===== src/verilog/cmb_pkg.sv =====
//
// Purpose: constants and types shared by the message buffer and sleep block
// Assumes: register index = printed offset, byte address = 4 * index
// Notes:   one 8-bit register per aligned 32-bit word, low byte lane
//
package cmb_pkg;

  // ---------------------------------------------------------------
  // bus and register map
  // ---------------------------------------------------------------
  localparam int         ADDR_W      = 9;
  localparam int         IDX_W       = 7;
  localparam int         DATA_W      = 32;
  localparam logic [6:0] IDX_CMD     = 7'h21;
  localparam logic [6:0] IDX_STAT    = 7'h22;
  localparam logic [6:0] IDX_TX_ID   = 7'h2a;
  localparam logic [6:0] IDX_TX_CTRL = 7'h2b;
  localparam logic [6:0] IDX_TX_DATA = 7'h2c;
  localparam logic [6:0] IDX_TX_LAST = 7'h33;
  localparam logic [6:0] IDX_RX_ID   = 7'h34;
  localparam logic [6:0] IDX_RX_CTRL = 7'h35;
  localparam logic [6:0] IDX_RX_DATA = 7'h36;
  localparam logic [6:0] IDX_RX_LAST = 7'h3d;
  localparam logic [1:0] RESP_OKAY   = 2'h0;
  localparam logic [1:0] RESP_SLVERR = 2'h2;

  // ---------------------------------------------------------------
  // field layout
  // ---------------------------------------------------------------
  localparam int         ID_W          = 11;
  localparam int         ID_LOW_W      = 3;
  localparam int         FC_ID_LSB     = 5;
  localparam int         FC_REMOTE_BIT = 4;
  localparam int         DLC_W         = 4;
  localparam logic [3:0] DLC_MAX       = 4'h8;
  localparam int         NUM_BYTES     = 8;
  localparam logic [3:0] ARB_BITS      = 4'hb;
  // command register bits
  localparam int CMD_LINE0_PASSIVE = 0;
  localparam int CMD_LINE1_PASSIVE = 1;
  localparam int CMD_SLEEP_SEL     = 2;
  localparam int CMD_SLEEP_REQ     = 3;
  localparam int CMD_RX_RELEASE    = 4;
  localparam int CMD_TX_REQUEST    = 5;
  // status register bits
  localparam int STAT_ASLEEP     = 0;
  localparam int STAT_WAKE       = 1;
  localparam int STAT_RX_READY   = 2;
  localparam int STAT_OVERRUN    = 3;
  localparam int STAT_ARB_LOST   = 4;
  localparam int STAT_TX_PENDING = 5;

  // ---------------------------------------------------------------
  // timing and reset values
  // ---------------------------------------------------------------
  localparam int         CLK_PERIOD_PS     = 5000;
  localparam int         STOP_DELAY_NS     = 80;
  localparam int         STOP_DELAY_CYCLES = (STOP_DELAY_NS * 1000 + CLK_PERIOD_PS - 1) / CLK_PERIOD_PS;
  localparam logic [2:0] CMD_RST           = 3'h0;

  // ---------------------------------------------------------------
  // types
  // ---------------------------------------------------------------
  typedef enum logic [1:0] {SLP_AWAKE, SLP_ASLEEP, SLP_STOP_WAIT, SLP_OSC_OFF} cmb_slp_t;

  typedef struct packed {
    logic [7:0]                           tx_id_high;
    logic [7:0]                           tx_ctrl;
    logic [NUM_BYTES-1:0][7:0]            tx_data;
    logic [1:0][7:0]                      rx_id_high;
    logic [1:0][7:0]                      rx_ctrl;
    logic [1:0][NUM_BYTES-1:0][7:0]       rx_data;
  } cmb_buf_t;

endpackage : cmb_pkg


===== src/verilog/cmb_can_buffers.sv =====
//
// Purpose: can message buffers, bus value resolution, line fallback and sleep control
// Assumes: protocol engine on the same clock; bus line levels arrive as pins
// Notes:   registers over axi4-lite, one byte per word in the low lane
//
`timescale 1ns/1ps
`default_nettype none

// Operation
// - identifier is 11 bits, most significant bit leaves first in arbitration
// - smaller identifier wins arbitration
// - upper eight id bits in id register, lowest three in control bits 7..5
// - control bit 4 set sends a remote frame, clear sends a data frame
// - remote frame ignores length code and carries zero bytes
// - length code is a plain binary byte count, 0 to 8
// - payload from eight transmit byte registers, only count bytes sent in order
// - receive id and control registers share the transmit layout
// - two receive buffer sets switch internally behind one register window
// - dominant wins on simultaneous drive; dominant is 0, recessive is 1
// - a passive bit ties that receive input to the half supply reference
// - sleep request sleeps only when idle and nothing pending, else wake event
// - clearing the sleep request wakes without a wake event
// - sleep request is write-only; asleep flag shows the sleep state
// - asleep gates own clocks only; a cpu stop leaves this block clocked
// - oscillator stops only asleep and cpu stopped; wake in the delay prevents it
// - asleep uses sleep comparator; dominant level wakes and raises a wake event
// - sleep comparator uses active inputs, or each line against half supply
module cmb_can_buffers #(
  parameter int STOP_DELAY = cmb_pkg::STOP_DELAY_CYCLES
) (
  // clock, reset, clock enable
  input  wire logic                        aclk,
  input  wire logic                        aresetn,
  input  wire logic                        ce,
  // axi4-lite slave
  input  wire logic [cmb_pkg::ADDR_W-1:0]  s_axi_awaddr,
  input  wire logic [2:0]                  s_axi_awprot,
  input  wire logic                        s_axi_awvalid,
  output logic                             s_axi_awready,
  input  wire logic [cmb_pkg::DATA_W-1:0]  s_axi_wdata,
  input  wire logic [3:0]                  s_axi_wstrb,
  input  wire logic                        s_axi_wvalid,
  output logic                             s_axi_wready,
  output logic [1:0]                       s_axi_bresp,
  output logic                             s_axi_bvalid,
  input  wire logic                        s_axi_bready,
  input  wire logic [cmb_pkg::ADDR_W-1:0]  s_axi_araddr,
  input  wire logic [2:0]                  s_axi_arprot,
  input  wire logic                        s_axi_arvalid,
  output logic                             s_axi_arready,
  output logic [cmb_pkg::DATA_W-1:0]       s_axi_rdata,
  output logic [1:0]                       s_axi_rresp,
  output logic                             s_axi_rvalid,
  input  wire logic                        s_axi_rready,
  // bus line comparators, 0 means dominant seen on that line
  input  wire logic                        line0_in,
  input  wire logic                        line1_in,
  output logic                             line0_to_ref,
  output logic                             line1_to_ref,
  output logic                             active_cmp_en,
  output logic                             sleep_cmp_sel,
  output logic                             bus_value,
  // protocol engine, transmit side
  input  wire logic                        arb_load,
  input  wire logic                        arb_sample,
  input  wire logic [2:0]                  tx_byte_idx,
  input  wire logic                        tx_done,
  output logic [cmb_pkg::ID_W-1:0]         tx_id,
  output logic                             tx_remote,
  output logic [cmb_pkg::DLC_W-1:0]        tx_byte_count,
  output logic [7:0]                       tx_byte,
  output logic                             tx_arb_bit,
  output logic                             tx_pending,
  output logic                             arb_lost,
  // protocol engine, receive side
  input  wire logic                        rx_store,
  input  wire logic [cmb_pkg::ID_W-1:0]    rx_id,
  input  wire logic                        rx_remote,
  input  wire logic [cmb_pkg::DLC_W-1:0]   rx_dlc,
  input  wire logic [63:0]                 rx_data,
  output logic                             rx_ready,
  output logic                             rx_overrun,
  // power control
  input  wire logic                        bus_idle,
  input  wire logic                        irq_pending,
  input  wire logic                        cpu_stopped,
  output logic                             can_clk_en,
  output logic                             asleep_flag,
  output logic                             wake_event,
  output logic                             osc_stop
);
  import cmb_pkg::*;

  // ---------------------------------------------------------------
  // state
  // ---------------------------------------------------------------
  typedef struct packed {
    logic              l0_s1, l0_s2, l1_s1, l1_s2;
    logic              line0_passive, line1_passive, sleep_comparator_select;
    cmb_slp_t          slp;
    logic [7:0]        stop_cnt;
    logic              wake, asleep, osc_stop, clk_en;
    logic              vis_bank, vis_full, back_full, overrun;
    logic              tx_pending, arb_lost, arb_drive, bus_value;
    logic [ID_W-1:0]   arb_sh;
    logic [3:0]        arb_cnt;
    logic [DLC_W-1:0]  tx_count;
    logic [7:0]        tx_byte;
    logic              aw_held, w_held, w_en;
    logic [IDX_W-1:0]  aw_idx;
    logic [7:0]        w_data;
    logic              awready, wready, bvalid, arready, rvalid;
    logic [1:0]        bresp, rresp;
    logic [7:0]        rdata;
  } cmb_ctl_t;

  typedef struct packed {
    cmb_ctl_t ctl;
    cmb_buf_t bufs;
  } cmb_state_t;

  cmb_state_t st_ff;
  cmb_state_t nxt_st;

  localparam logic [7:0] STOP_LOAD = 8'(STOP_DELAY);

  // byte address to register index
  function automatic logic [IDX_W-1:0] idx_of(input logic [ADDR_W-1:0] a);
    return a[ADDR_W-1:2];
  endfunction : idx_of

  function automatic logic in_range(input logic [IDX_W-1:0] i, input logic [IDX_W-1:0] lo,
                                    input logic [IDX_W-1:0] hi);
    return (i >= lo) && (i <= hi);
  endfunction : in_range

  // ---------------------------------------------------------------
  // next state
  // ---------------------------------------------------------------
  logic             l0_eff;
  logic             l1_eff;
  logic             bus_val;
  logic             sleep_dom;
  logic             do_wr;
  logic [IDX_W-1:0] ar_idx;
  logic [2:0]       ar_byte;
  logic [2:0]       w_byte;

  always_comb begin
    nxt_st = st_ff;
    // status clears go first, so a hardware set later in this cycle wins
    do_wr = st_ff.ctl.aw_held && st_ff.ctl.w_held && !st_ff.ctl.bvalid;
    if (do_wr && st_ff.ctl.aw_idx == IDX_STAT && st_ff.ctl.w_en) begin
      nxt_st.ctl.wake     = st_ff.ctl.wake & ~st_ff.ctl.w_data[STAT_WAKE];
      nxt_st.ctl.overrun  = st_ff.ctl.overrun & ~st_ff.ctl.w_data[STAT_OVERRUN];
      nxt_st.ctl.arb_lost = st_ff.ctl.arb_lost & ~st_ff.ctl.w_data[STAT_ARB_LOST];
    end
    // two-stage synchronisers on the line pins
    nxt_st.ctl.l0_s1 = line0_in;
    nxt_st.ctl.l0_s2 = st_ff.ctl.l0_s1;
    nxt_st.ctl.l1_s1 = line1_in;
    nxt_st.ctl.l1_s2 = st_ff.ctl.l1_s1;

    // passive line tied to reference
    // the reference sits between levels, so a tied line never reads dominant
    l0_eff = st_ff.ctl.l0_s2 | st_ff.ctl.line0_passive;
    l1_eff = st_ff.ctl.l1_s2 | st_ff.ctl.line1_passive;
    bus_val = l0_eff & l1_eff & st_ff.ctl.arb_drive;
    nxt_st.ctl.bus_value = bus_val;
    sleep_dom = st_ff.ctl.sleep_comparator_select ? (~st_ff.ctl.l0_s2 | ~st_ff.ctl.l1_s2)
                                                   : ~(l0_eff & l1_eff);

    case (st_ff.ctl.slp)
      SLP_AWAKE: begin
      end
      SLP_ASLEEP: begin
        if (cpu_stopped) begin
          nxt_st.ctl.slp      = SLP_STOP_WAIT;
          nxt_st.ctl.stop_cnt = STOP_LOAD;
        end
      end
      SLP_STOP_WAIT: begin
        if (!cpu_stopped) begin
          nxt_st.ctl.slp = SLP_ASLEEP;
        end else if (st_ff.ctl.stop_cnt <= 8'h01) begin
          nxt_st.ctl.slp = SLP_OSC_OFF;
        end else begin
          nxt_st.ctl.stop_cnt = st_ff.ctl.stop_cnt - 8'h01;
        end
      end
      SLP_OSC_OFF: begin
        if (!cpu_stopped) begin
          nxt_st.ctl.slp = SLP_ASLEEP;
        end
      end
      default: nxt_st.ctl.slp = SLP_AWAKE;
    endcase
    if (st_ff.ctl.slp != SLP_AWAKE && sleep_dom) begin
      nxt_st.ctl.slp  = SLP_AWAKE;
      nxt_st.ctl.wake = 1'b1;
    end

    // receive: engine fills the hidden bank
    // double-buffered receive sets
    if (rx_store) begin
      if (st_ff.ctl.back_full) begin
        nxt_st.ctl.overrun = 1'b1;
      end else begin
        nxt_st.bufs.rx_id_high[~st_ff.ctl.vis_bank] = rx_id[ID_W-1:ID_LOW_W];
        nxt_st.bufs.rx_ctrl[~st_ff.ctl.vis_bank] = {rx_id[ID_LOW_W-1:0], rx_remote, rx_dlc};
        for (int i = 0; i < NUM_BYTES; i++) begin
          nxt_st.bufs.rx_data[~st_ff.ctl.vis_bank][i] = rx_data[8*i +: 8];
        end
        nxt_st.ctl.back_full = 1'b1;
      end
    end

    // transmit handshake with the engine
    if (tx_done) begin
      nxt_st.ctl.tx_pending = 1'b0;
    end

    // recessive sent but dominant seen means a lower id won
    if (arb_load) begin
      nxt_st.ctl.arb_sh  = {st_ff.bufs.tx_id_high, st_ff.bufs.tx_ctrl[7:FC_ID_LSB]};
      nxt_st.ctl.arb_cnt = ARB_BITS;
    end else if (arb_sample && st_ff.ctl.arb_cnt != 4'h0) begin
      if (st_ff.ctl.arb_drive && !bus_val) begin
        nxt_st.ctl.arb_lost = 1'b1;
        nxt_st.ctl.arb_cnt  = 4'h0;
      end else begin
        nxt_st.ctl.arb_sh  = {st_ff.ctl.arb_sh[ID_W-2:0], 1'b0};
        nxt_st.ctl.arb_cnt = st_ff.ctl.arb_cnt - 4'h1;
      end
    end

    // axi write channels, taken in either order
    if (s_axi_awvalid && st_ff.ctl.awready) begin
      nxt_st.ctl.aw_held = 1'b1;
      nxt_st.ctl.aw_idx  = idx_of(s_axi_awaddr);
    end
    if (s_axi_wvalid && st_ff.ctl.wready) begin
      nxt_st.ctl.w_held = 1'b1;
      nxt_st.ctl.w_data = s_axi_wdata[7:0];
      nxt_st.ctl.w_en   = s_axi_wstrb[0];
    end
    if (st_ff.ctl.bvalid && s_axi_bready) begin
      nxt_st.ctl.bvalid = 1'b0;
    end
    w_byte = 3'(st_ff.ctl.aw_idx - IDX_TX_DATA);
    if (do_wr) begin
      nxt_st.ctl.aw_held = 1'b0;
      nxt_st.ctl.w_held  = 1'b0;
      nxt_st.ctl.bvalid  = 1'b1;
      nxt_st.ctl.bresp   = RESP_OKAY;
      if (st_ff.ctl.aw_idx == IDX_CMD) begin
        if (st_ff.ctl.w_en) begin
          nxt_st.ctl.line0_passive           = st_ff.ctl.w_data[CMD_LINE0_PASSIVE];
          nxt_st.ctl.line1_passive           = st_ff.ctl.w_data[CMD_LINE1_PASSIVE];
          nxt_st.ctl.sleep_comparator_select = st_ff.ctl.w_data[CMD_SLEEP_SEL];
          if (st_ff.ctl.w_data[CMD_SLEEP_REQ]) begin
            if (st_ff.ctl.slp == SLP_AWAKE) begin
              if (bus_idle && !irq_pending && !sleep_dom) begin
                nxt_st.ctl.slp = SLP_ASLEEP;
              end else begin
                nxt_st.ctl.wake = 1'b1;
              end
            end
          end else begin
            nxt_st.ctl.slp = SLP_AWAKE;
          end
          if (st_ff.ctl.w_data[CMD_RX_RELEASE]) begin
            nxt_st.ctl.vis_full = 1'b0;
          end
          if (st_ff.ctl.w_data[CMD_TX_REQUEST]) begin
            nxt_st.ctl.tx_pending = 1'b1;
          end
        end
      end else if (st_ff.ctl.aw_idx == IDX_STAT) begin
        // write one to clear, applied at the top of this process
      end else if (st_ff.ctl.aw_idx == IDX_TX_ID) begin
        if (st_ff.ctl.w_en) begin
          nxt_st.bufs.tx_id_high = st_ff.ctl.w_data;
        end
      end else if (st_ff.ctl.aw_idx == IDX_TX_CTRL) begin
        if (st_ff.ctl.w_en) begin
          nxt_st.bufs.tx_ctrl = st_ff.ctl.w_data;
        end
      end else if (in_range(st_ff.ctl.aw_idx, IDX_TX_DATA, IDX_TX_LAST)) begin
        if (st_ff.ctl.w_en) begin
          nxt_st.bufs.tx_data[w_byte] = st_ff.ctl.w_data;
        end
      end else begin
        // receive window is read-only; anything else is unmapped
        nxt_st.ctl.bresp = RESP_SLVERR;
      end
    end
    nxt_st.ctl.awready = !nxt_st.ctl.aw_held && !nxt_st.ctl.bvalid;
    nxt_st.ctl.wready  = !nxt_st.ctl.w_held && !nxt_st.ctl.bvalid;

    // present a new frame once the visible bank is released
    if (nxt_st.ctl.back_full && !nxt_st.ctl.vis_full) begin
      nxt_st.ctl.vis_bank  = ~st_ff.ctl.vis_bank;
      nxt_st.ctl.vis_full  = 1'b1;
      nxt_st.ctl.back_full = 1'b0;
    end

    // axi read channel
    ar_idx  = idx_of(s_axi_araddr);
    ar_byte = 3'(ar_idx - IDX_RX_DATA);
    if (st_ff.ctl.rvalid && s_axi_rready) begin
      nxt_st.ctl.rvalid = 1'b0;
    end
    if (s_axi_arvalid && st_ff.ctl.arready) begin
      nxt_st.ctl.rvalid = 1'b1;
      nxt_st.ctl.rresp  = RESP_OKAY;
      nxt_st.ctl.rdata  = 8'h00;
      if (ar_idx == IDX_CMD) begin
        // sleep request reads back as zero
        nxt_st.ctl.rdata[CMD_LINE0_PASSIVE] = st_ff.ctl.line0_passive;
        nxt_st.ctl.rdata[CMD_LINE1_PASSIVE] = st_ff.ctl.line1_passive;
        nxt_st.ctl.rdata[CMD_SLEEP_SEL]     = st_ff.ctl.sleep_comparator_select;
      end else if (ar_idx == IDX_STAT) begin
        nxt_st.ctl.rdata[STAT_ASLEEP]     = st_ff.ctl.asleep;
        nxt_st.ctl.rdata[STAT_WAKE]       = st_ff.ctl.wake;
        nxt_st.ctl.rdata[STAT_RX_READY]   = st_ff.ctl.vis_full;
        nxt_st.ctl.rdata[STAT_OVERRUN]    = st_ff.ctl.overrun;
        nxt_st.ctl.rdata[STAT_ARB_LOST]   = st_ff.ctl.arb_lost;
        nxt_st.ctl.rdata[STAT_TX_PENDING] = st_ff.ctl.tx_pending;
      end else if (ar_idx == IDX_TX_ID) begin
        nxt_st.ctl.rdata = st_ff.bufs.tx_id_high;
      end else if (ar_idx == IDX_TX_CTRL) begin
        nxt_st.ctl.rdata = st_ff.bufs.tx_ctrl;
      end else if (in_range(ar_idx, IDX_TX_DATA, IDX_TX_LAST)) begin
        nxt_st.ctl.rdata = st_ff.bufs.tx_data[3'(ar_idx - IDX_TX_DATA)];
      end else if (ar_idx == IDX_RX_ID) begin
        nxt_st.ctl.rdata = st_ff.bufs.rx_id_high[st_ff.ctl.vis_bank];
      end else if (ar_idx == IDX_RX_CTRL) begin
        nxt_st.ctl.rdata = st_ff.bufs.rx_ctrl[st_ff.ctl.vis_bank];
      end else if (in_range(ar_idx, IDX_RX_DATA, IDX_RX_LAST)) begin
        nxt_st.ctl.rdata = st_ff.bufs.rx_data[st_ff.ctl.vis_bank][ar_byte];
      end else begin
        nxt_st.ctl.rresp = RESP_SLVERR;
      end
    end
    nxt_st.ctl.arready = !nxt_st.ctl.rvalid;

    // derived registered outputs
    // only this block's clock is gated; cpu stop only changes osc_stop
    nxt_st.ctl.asleep   = nxt_st.ctl.slp != SLP_AWAKE;
    nxt_st.ctl.clk_en   = nxt_st.ctl.slp == SLP_AWAKE;
    nxt_st.ctl.osc_stop = nxt_st.ctl.slp == SLP_OSC_OFF;
    nxt_st.ctl.arb_drive = (nxt_st.ctl.arb_cnt != 4'h0) ? nxt_st.ctl.arb_sh[ID_W-1] : 1'b1;
    // binary count, codes above eight clamp to eight
    if (nxt_st.bufs.tx_ctrl[FC_REMOTE_BIT]) begin
      nxt_st.ctl.tx_count = 4'h0;
    end else if (nxt_st.bufs.tx_ctrl[DLC_W-1:0] > DLC_MAX) begin
      nxt_st.ctl.tx_count = DLC_MAX;
    end else begin
      nxt_st.ctl.tx_count = nxt_st.bufs.tx_ctrl[DLC_W-1:0];
    end
    // payload byte by index, engine stops at the count
    nxt_st.ctl.tx_byte = st_ff.bufs.tx_data[tx_byte_idx];
  end

  // ---------------------------------------------------------------
  // registers
  // ---------------------------------------------------------------
  // buffers keep contents through sleep and are not reset
  always_ff @(posedge aclk) begin
    if (!aresetn) begin
      st_ff.ctl <= '0;
      st_ff.ctl.line0_passive <= CMD_RST[CMD_LINE0_PASSIVE];
      st_ff.ctl.line1_passive <= CMD_RST[CMD_LINE1_PASSIVE];
      st_ff.ctl.sleep_comparator_select <= CMD_RST[CMD_SLEEP_SEL];
      st_ff.ctl.slp       <= SLP_AWAKE;
      st_ff.ctl.clk_en    <= 1'b1;
      st_ff.ctl.arb_drive <= 1'b1;
      st_ff.ctl.bus_value <= 1'b1;
      st_ff.ctl.awready   <= 1'b1;
      st_ff.ctl.wready    <= 1'b1;
      st_ff.ctl.arready   <= 1'b1;
    end else if (ce) begin
      st_ff <= nxt_st;
    end
  end

  // ---------------------------------------------------------------
  // outputs
  // ---------------------------------------------------------------
  assign s_axi_awready = st_ff.ctl.awready;
  assign s_axi_wready  = st_ff.ctl.wready;
  assign s_axi_bresp   = st_ff.ctl.bresp;
  assign s_axi_bvalid  = st_ff.ctl.bvalid;
  assign s_axi_arready = st_ff.ctl.arready;
  assign s_axi_rdata   = {24'h00_0000, st_ff.ctl.rdata};
  assign s_axi_rresp   = st_ff.ctl.rresp;
  assign s_axi_rvalid  = st_ff.ctl.rvalid;
  assign line0_to_ref  = st_ff.ctl.line0_passive;
  assign line1_to_ref  = st_ff.ctl.line1_passive;
  assign active_cmp_en = st_ff.ctl.clk_en;
  assign sleep_cmp_sel = st_ff.ctl.sleep_comparator_select;
  assign bus_value     = st_ff.ctl.bus_value;
  assign tx_id         = {st_ff.bufs.tx_id_high, st_ff.bufs.tx_ctrl[7:FC_ID_LSB]};
  assign tx_remote     = st_ff.bufs.tx_ctrl[FC_REMOTE_BIT];
  assign tx_byte_count = st_ff.ctl.tx_count;
  assign tx_byte       = st_ff.ctl.tx_byte;
  assign tx_arb_bit    = st_ff.ctl.arb_drive;
  assign tx_pending    = st_ff.ctl.tx_pending;
  assign arb_lost      = st_ff.ctl.arb_lost;
  assign rx_ready      = st_ff.ctl.vis_full;
  assign rx_overrun    = st_ff.ctl.overrun;
  assign can_clk_en    = st_ff.ctl.clk_en;
  assign asleep_flag   = st_ff.ctl.asleep;
  assign wake_event    = st_ff.ctl.wake;
  assign osc_stop      = st_ff.ctl.osc_stop;

endmodule : cmb_can_buffers

`default_nettype wire


===== config.mk =====
export PLATFORM = sky130hd
export DESIGN_NAME = cmb_can_buffers
export DESIGN_NICKNAME = d
export VERILOG_FILES = /design/src/verilog/cmb_pkg.sv /design/src/verilog/cmb_can_buffers.sv
export SDC_FILE = /design/constraint.sdc
export NUM_CORES = 1
export LEC_CHECK = 0
export BUFFER_PORTS_ARGS = -buffer_cell sky130_fd_sc_hd__buf_2
export CORE_AREA = 2 2 211 161
export CTS_CLUSTER_SIZE = 16
export DETAILED_ROUTE_END_ITERATION = 12
export DIE_AREA = 0 0 213 163
export PLACE_DENSITY = 0.77
export SYNTH_ARGS = -nofsm -noshare
export SYNTH_HDL_FRONTEND = slang
export SYNTH_SLANG_ARGS = --single-unit
export TNS_END_PERCENT = 30

===== constraint.sdc =====
create_clock -name aclk -period 15.4 [get_ports aclk]
set_input_delay 1.54 -clock aclk [delete_from_list [all_inputs] [get_ports aclk]]
set_output_delay 1.54 -clock aclk [all_outputs]
set_load 0.02 [all_outputs]

==> impl_metrics.env, run 1 <==
export IMPL_outcome="finished, final reports clean"
export IMPL_syn_area_sq_mm=0.0146
export IMPL_synth_area_per_cell_sq_um=13.9
export IMPL_hold_viol=0
export IMPL_critPathRequiredTime_ns=15.85
export IMPL_power_density_mw_per_mm2=116
export IMPL_initial_utilization=0.444
export IMPL_fin_skew_ns=0.0186
export IMPL_ys_seq_area_frac=0.616
export IMPL_io_pin_count=239
export IMPL_wl_per_cell_microns=21.1
export IMPL_tritoncts="done"
export IMPL_yosysWarnings=0
export IMPL_grt_pass1_vias=8968
export IMPL_multi_input_area_sq_mm=0.00490
export IMPL_firstDrtPassIters=5
export IMPL_period_share=0.256
export IMPL_antenna_found_initial=4
export IMPL_max_slew_margin=0.224
export IMPL_final_setup_tns_ns=0
export IMPL_hp_start="s_axi_rresp[1]$_SDFFE_PN0P_"
export IMPL_rr_endpoint="s_axi_rdata[2]$_SDFFE_PN0P_"
export IMPL_rsz0062_at_grt="no"
export IMPL_cts_htree_levels=2
export IMPL_final_util=0.503
export IMPL_cts_root_buf="clkbuf_16"
export IMPL_critical_path_peak_fanout=32
export IMPL_drive_gt1_frac=0.265
export IMPL_die_h_microns=163
export IMPL_synth_flop_cell="edfxtp_1"
export IMPL_drc=0
export IMPL_rr_worst_depth=7
export IMPL_port_buffers=175
export IMPL_cts_resized=0
export IMPL_slew_violations=0
export IMPL_path_class="input port to flip-flop"
export IMPL_grt_pass1_wl_mm=52.3
export IMPL_synth_cell_types=79
export IMPL_std_cell_rows=58
export IMPL_drtIter0Drc=759
export IMPL_clockBufferDepth=3
export IMPL_layout_common_cells="240 x edfxtp_1, 174 x buf_2, 88 x dfxtp_1"
export IMPL_crit_arrival_ns=4.40
export IMPL_leakage_nw=6.03
export IMPL_nets=1351
export IMPL_ir_drop_uv=60.4
export IMPL_worst_slew_pin_transition_ns=1.16
export IMPL_yosys_register_bits=329
export IMPL_fmax_mhz=254
export IMPL_cap_violations=0
export IMPL_r2r_start="st_ff[309]$_SDFFE_PN0P_"
export IMPL_cts_sinks=329
export IMPL_finalPower_mw=1.93
export IMPL_cts_clk_slew_worst_paths_ns=0.06
export IMPL_ctsHoldBuffers=0
export IMPL_num_vias=9280
export IMPL_finalCriticalPeriod_ns=3.94
export IMPL_vias_per_cell=5.58
export IMPL_grt_max_degree=81
export IMPL_die_area_sq_mm=0.0347
export IMPL_rrSetupSlack_ns=12.35
export IMPL_clkLatencyLatePin_ns=0.52
export IMPL_cts_buffers=35
export IMPL_nFillCells=2790
export IMPL_async_reset_ff_frac=0
export IMPL_syn_to_final_growth_pct=13.3
export IMPL_coreArea_sq_mm=0.0329
export IMPL_grt_usage=0.201
export IMPL_regArea_sq_mm=0.00899
export IMPL_dpl_hpwl_mm=24.2
export IMPL_startpoint_type="input port"
export IMPL_wl_mm=35.2
export IMPL_hold_path_cell_count=2
export IMPL_end_kind="flip-flop"
export IMPL_min_to="s_axi_rresp[1]$_SDFFE_PN0P_"
export IMPL_gp_congestion=0.845
export IMPL_synthCells=1052
export IMPL_hold_class="flip-flop to flip-flop"
export IMPL_synth_edf_count=240
export IMPL_drtAntennaViolNets=0
export IMPL_finalSetupViolCount=0
export IMPL_die_width_microns=213
export IMPL_postCtsSetupBuffers=0
export IMPL_final_common_cell="edfxtp_1"
export IMPL_grt_overflow_total=0
## synthesized netlist by cell type, types with 4 or more instances
master      n  area, sq um
nand3_1    24          120
xnor2_1     4         35.0
a32oi_1     4         35.0
inv_1      17         63.8
nor3_1      9         45.0
nor2_1     71          267
ha_1        6         75.1
xor2_1      5         43.8
o21ai_0    23          115
edfxtp_1  240         7210
nand2_1    83          312
nor2b_1    15         93.8
or2_2       4         25.0
mux2i_1    59          591
nand3b_1    5         37.5
mux4_2     61         1370
clkbuf_1   20         75.1
mux2_2      4         45.0
a22oi_1    14          105
a22o_1      7         61.3
nor3b_1     5         37.5
buf_1       8         30.0
dfxtp_1    89         1780
a21oi_1    43          215
and2_1     13         81.3
buf_2      12         60.1
a211oi_1   26          195
o221ai_1    6         52.6
nand2b_1   14         87.6
buf_4      66          495
a31oi_1     8         50.1
a221oi_1    7         61.3
o211ai_1    4         30.0
## metrics by stage
step / setup WS, ns / std cells / hold WS, ns / cell area (sq um)
2_1_floorplan: 4.52 / 1077 / 0.437 / 14700
3_3_place_gp: 10.91 / 1598 / 0.454 / 15500
3_5_place_dp: 10.90 / 1598 / 0.448 / 15500
4_1_cts: 11.44 / 1659 / 0.459 / 16500
5_1_grt: 11.17 / 1663 / 0.488 / 16500
6_report: 11.46 / 1663 / 0.463 / 16500
## cell type report
type / count / area share
Multi-Input combinational cell: 616 / 0.296
Clock buffer: 48 / 0.0603
Timing Repair Buffer: 184 / 0.0572
Antenna cell: 4 / 0.000605
Clock inverter: 13 / 0.00363
Inverter: 19 / 0.00431
Sequential cell: 329 / 0.544
Tap cell: 450 / 0.0340
## report_power, final
group / leakage [nW] / switching [mW] / internal (mW)
Combinational: 2.50 / 0.0914 / 0.0609
Sequential: 3.00 / 0.0167 / 0.971
Clock: 0.522 / 0.334 / 0.452
Total: 6.03 / 0.442 / 1.48
## registers in the layout, summed over array words and instances, names as in the netlist, 2 cells and up
name           count
s_axi_rdata        8
tx_id             11
tx_byte            8
tx_byte_count      4
nxt_st             2
st_ff            275
## logic make-up after synthesis
logic type	after synthesis	synth area share
other	1	0.000257
multiplexers	125	0.139
AO/OA/AOI/OAI	175	0.0821
AND/OR/NAND/NOR	275	0.0969
adder cells (fa/ha/maj)	6	0.00514
buffers and inverters	132	0.0555
XOR/XNOR	9	0.00540
flip-flops	329	0.616
## worst max-delay path, cell delays in order
cell and delay (ns):
buf_2 0.53, inv_1 0.30, ha_1 0.41, nor2b_1 0.66
a22o_1 0.35, a221oi_1 0.10, a31oi_1 0.21, nand2_1 0.12
a21oi_1 0.16
## metal layers
metal / track usage / up-vias / share of wire
met3: 0.0370 / 78 / 0.074
met2: 0.300 / 373 / 0.44
met5: 0 / - / 0
met1: 0.292 / 4619 / 0.45
li1: - / 4210 / -
met4: 0.0763 / 0 / 0.034
## worst max path at each step
stage | startpoint | end | cells after the start
floorplan | aresetn | st_ff[100]$_DFFE_PP_ | 3
global placement | s_axi_araddr[3] | s_axi_rdata[2]$_SDFFE_PN0P_ | 9
detailed placement | s_axi_araddr[3] | s_axi_rdata[2]$_SDFFE_PN0P_ | 9
CTS | s_axi_araddr[3] | s_axi_rdata[2]$_SDFFE_PN0P_ | 9
global route | s_axi_araddr[3] | s_axi_rdata[2]$_SDFFE_PN0P_ | 9
finish | s_axi_araddr[3] | s_axi_rdata[2]$_SDFFE_PN0P_ | 9
(Power assumes the default switching activity.)
==> inputs of run 2 (changes only) <==
Clock period 15.4 ns to 4.02 ns, I/O delays scaled along.
==> impl_metrics.env, run 2 (synthesis gave the netlist of run 1 again) <==
export IMPL_outcome="finished, final reports clean"
export IMPL_leakage_nw=6.09
export IMPL_dp_slack_ns=0.917
export IMPL_cts_root_buf="clkbuf_16"
export IMPL_antenna_found_initial=6
export IMPL_rsz0062_at_grt="no"
export IMPL_grt_overflow_total=0
export IMPL_fmax_mhz=366
export IMPL_crit_slowest_cell="dfxtp_4"
export IMPL_io_pin_count=239
export IMPL_nFillCells=2755
export IMPL_num_vias=9245
export IMPL_cts_sinks=329
export IMPL_clkLatencyLatePin_ns=0.53
export IMPL_path_class="flip-flop to flip-flop"
export IMPL_final_setup_tns_ns=0
export IMPL_dpl_hpwl_mm=24.7
export IMPL_min_to="st_ff[130]$_DFFE_PP_"
export IMPL_port_buffers=175
export IMPL_rrSetupSlack_ns=1.29
export IMPL_largest_reg_flops=275
export IMPL_drtAntennaViolNets=0
export IMPL_hold_path_cell_count=1
export IMPL_grt_max_degree=81
export IMPL_tritoncts="done"
export IMPL_hold_viol=0
export IMPL_largest_register="st_ff"
export IMPL_die_area_sq_mm=0.0347
export IMPL_startpoint_type="flip-flop"
export IMPL_grt_pass1_vias=9059
export IMPL_drc=0
export IMPL_rr_endpoint="st_ff[26]$_DFFE_PP_"
export IMPL_syn_to_final_growth_pct=14.3
export IMPL_final_common_cell="edfxtp_1"
export IMPL_cts_buffers=35
export IMPL_finalSetupViolCount=0
export IMPL_cp_cell_sequence="buf_4, and4b_4, buf_12"
export IMPL_grt_usage=0.204
export IMPL_vias_per_cell=5.53
export IMPL_std_cell_rows=58
export IMPL_power_density_mw_per_mm2=449
export IMPL_drive_gt1_frac=0.274
export IMPL_clockBufferDepth=3
export IMPL_end_kind="flip-flop"
export IMPL_fin_skew_ns=0.0309
export IMPL_hold_class="input port to flip-flop"
export IMPL_timing_final_ws_setup_ns=1.29
export IMPL_cts_clk_slew_worst_paths_ns=0.06
export IMPL_cap_violations=0
export IMPL_wl_mm=35.6
export IMPL_finalCriticalPeriod_ns=2.73
export IMPL_ctsHoldBuffers=0
export IMPL_gp_congestion=0.851
export IMPL_final_util=0.507
export IMPL_critPathRequiredTime_ns=4.20
export IMPL_slew_violations=0
export IMPL_die_h_microns=163
export IMPL_hp_start="rx_dlc[2]"
export IMPL_r2r_start="st_ff[309]$_SDFFE_PN0P_"
export IMPL_crit_arrival_ns=2.91
export IMPL_max_slew_margin=0.340
export IMPL_rr_worst_depth=3
export IMPL_initial_utilization=0.444
export IMPL_cpPeakStageDelay_ns=0.87
export IMPL_wl_per_cell_microns=21.3
export IMPL_coreArea_sq_mm=0.0329
export IMPL_fin_hold_ws_ns=0.0581
export IMPL_firstDrtPassIters=5
export IMPL_postCtsSetupBuffers=0
export IMPL_nets=1355
export IMPL_worst_slew_pin_transition_ns=0.983
export IMPL_cts_resized=0
export IMPL_ir_drop_uv=306
export IMPL_die_width_microns=213
export IMPL_layout_common_cells="240 x edfxtp_1, 174 x buf_2, 88 x dfxtp_1"
export IMPL_critical_path_peak_fanout=57
export IMPL_drtIter0Drc=735
export IMPL_cts_htree_levels=2
export IMPL_grt_pass1_wl_mm=53.1
export IMPL_period_share=0.679
-- run 2: how the worst max path moves through the flow --
stage                                       end  cells after the start  slack (ns)                    start
detailed placement  s_axi_rdata[0]$_SDFFE_PN0P_                      9        0.92          s_axi_araddr[3]
finish                      st_ff[26]$_DFFE_PP_                      3        1.29  st_ff[309]$_SDFFE_PN0P_
floorplan                  st_ff[100]$_DFFE_PP_                      6       -0.04  st_ff[309]$_SDFFE_PN0P_
CTS                         st_ff[26]$_DFFE_PP_                      3        1.20  st_ff[309]$_SDFFE_PN0P_
global route                st_ff[26]$_DFFE_PP_                      3        1.08  st_ff[309]$_SDFFE_PN0P_
global placement    s_axi_rdata[7]$_SDFFE_PN0P_                      8        1.07          s_axi_araddr[3]
-- run 2: worst max-delay path: cells and delay by family, from the launching register on --
kind                   cells  cell delay, ns
buffers and inverters      2            0.83
and+or+nand+nor            1            0.61
DFF                        1            0.87
-- run 2: cell type report --
type                    count  area (sq um)  area share
flip-flops and latches    329          8990       0.539
diodes                      6          15.0    0.000900
repair buffers            188          1000      0.0600
inverters                  19          71.3     0.00428
multi-input cells         616          4910       0.294
clock inverters            21           161     0.00968
well taps                 450           563      0.0338
clock buffers              43           968      0.0581
-- run 2: power by group --
group          internal (mW)  total, mW  switching [mW]
logic                  0.237      0.577           0.340
clock network           1.80       3.12            1.32
registers               3.72       3.79          0.0769
total                   5.75       7.49            1.74
-- run 2: per-stage QoR --
stage / cells / area [sq um] / total power [mW]
floorplan: 1077 / 14700 / 4.28
global placement: 1602 / 15500 / 4.42
detailed placement: 1602 / 15500 / 4.44
CTS: 1666 / 16700 / 7.54
global route: 1669 / 16700 / 7.74
finish: 1672 / 16700 / 7.49
-- run 2: layer usage --
layer | share of wire | vias up | wire, microns | track usage
met5 | 0.00034 | - | 12 | 0
met4 | 0.026 | 2 | 940 | 0.0702
met3 | 0.070 | 59 | 2480 | 0.0391
met2 | 0.46 | 347 | 16400 | 0.317
met1 | 0.44 | 4588 | 15800 | 0.288
li1 | - | 4249 | - | -
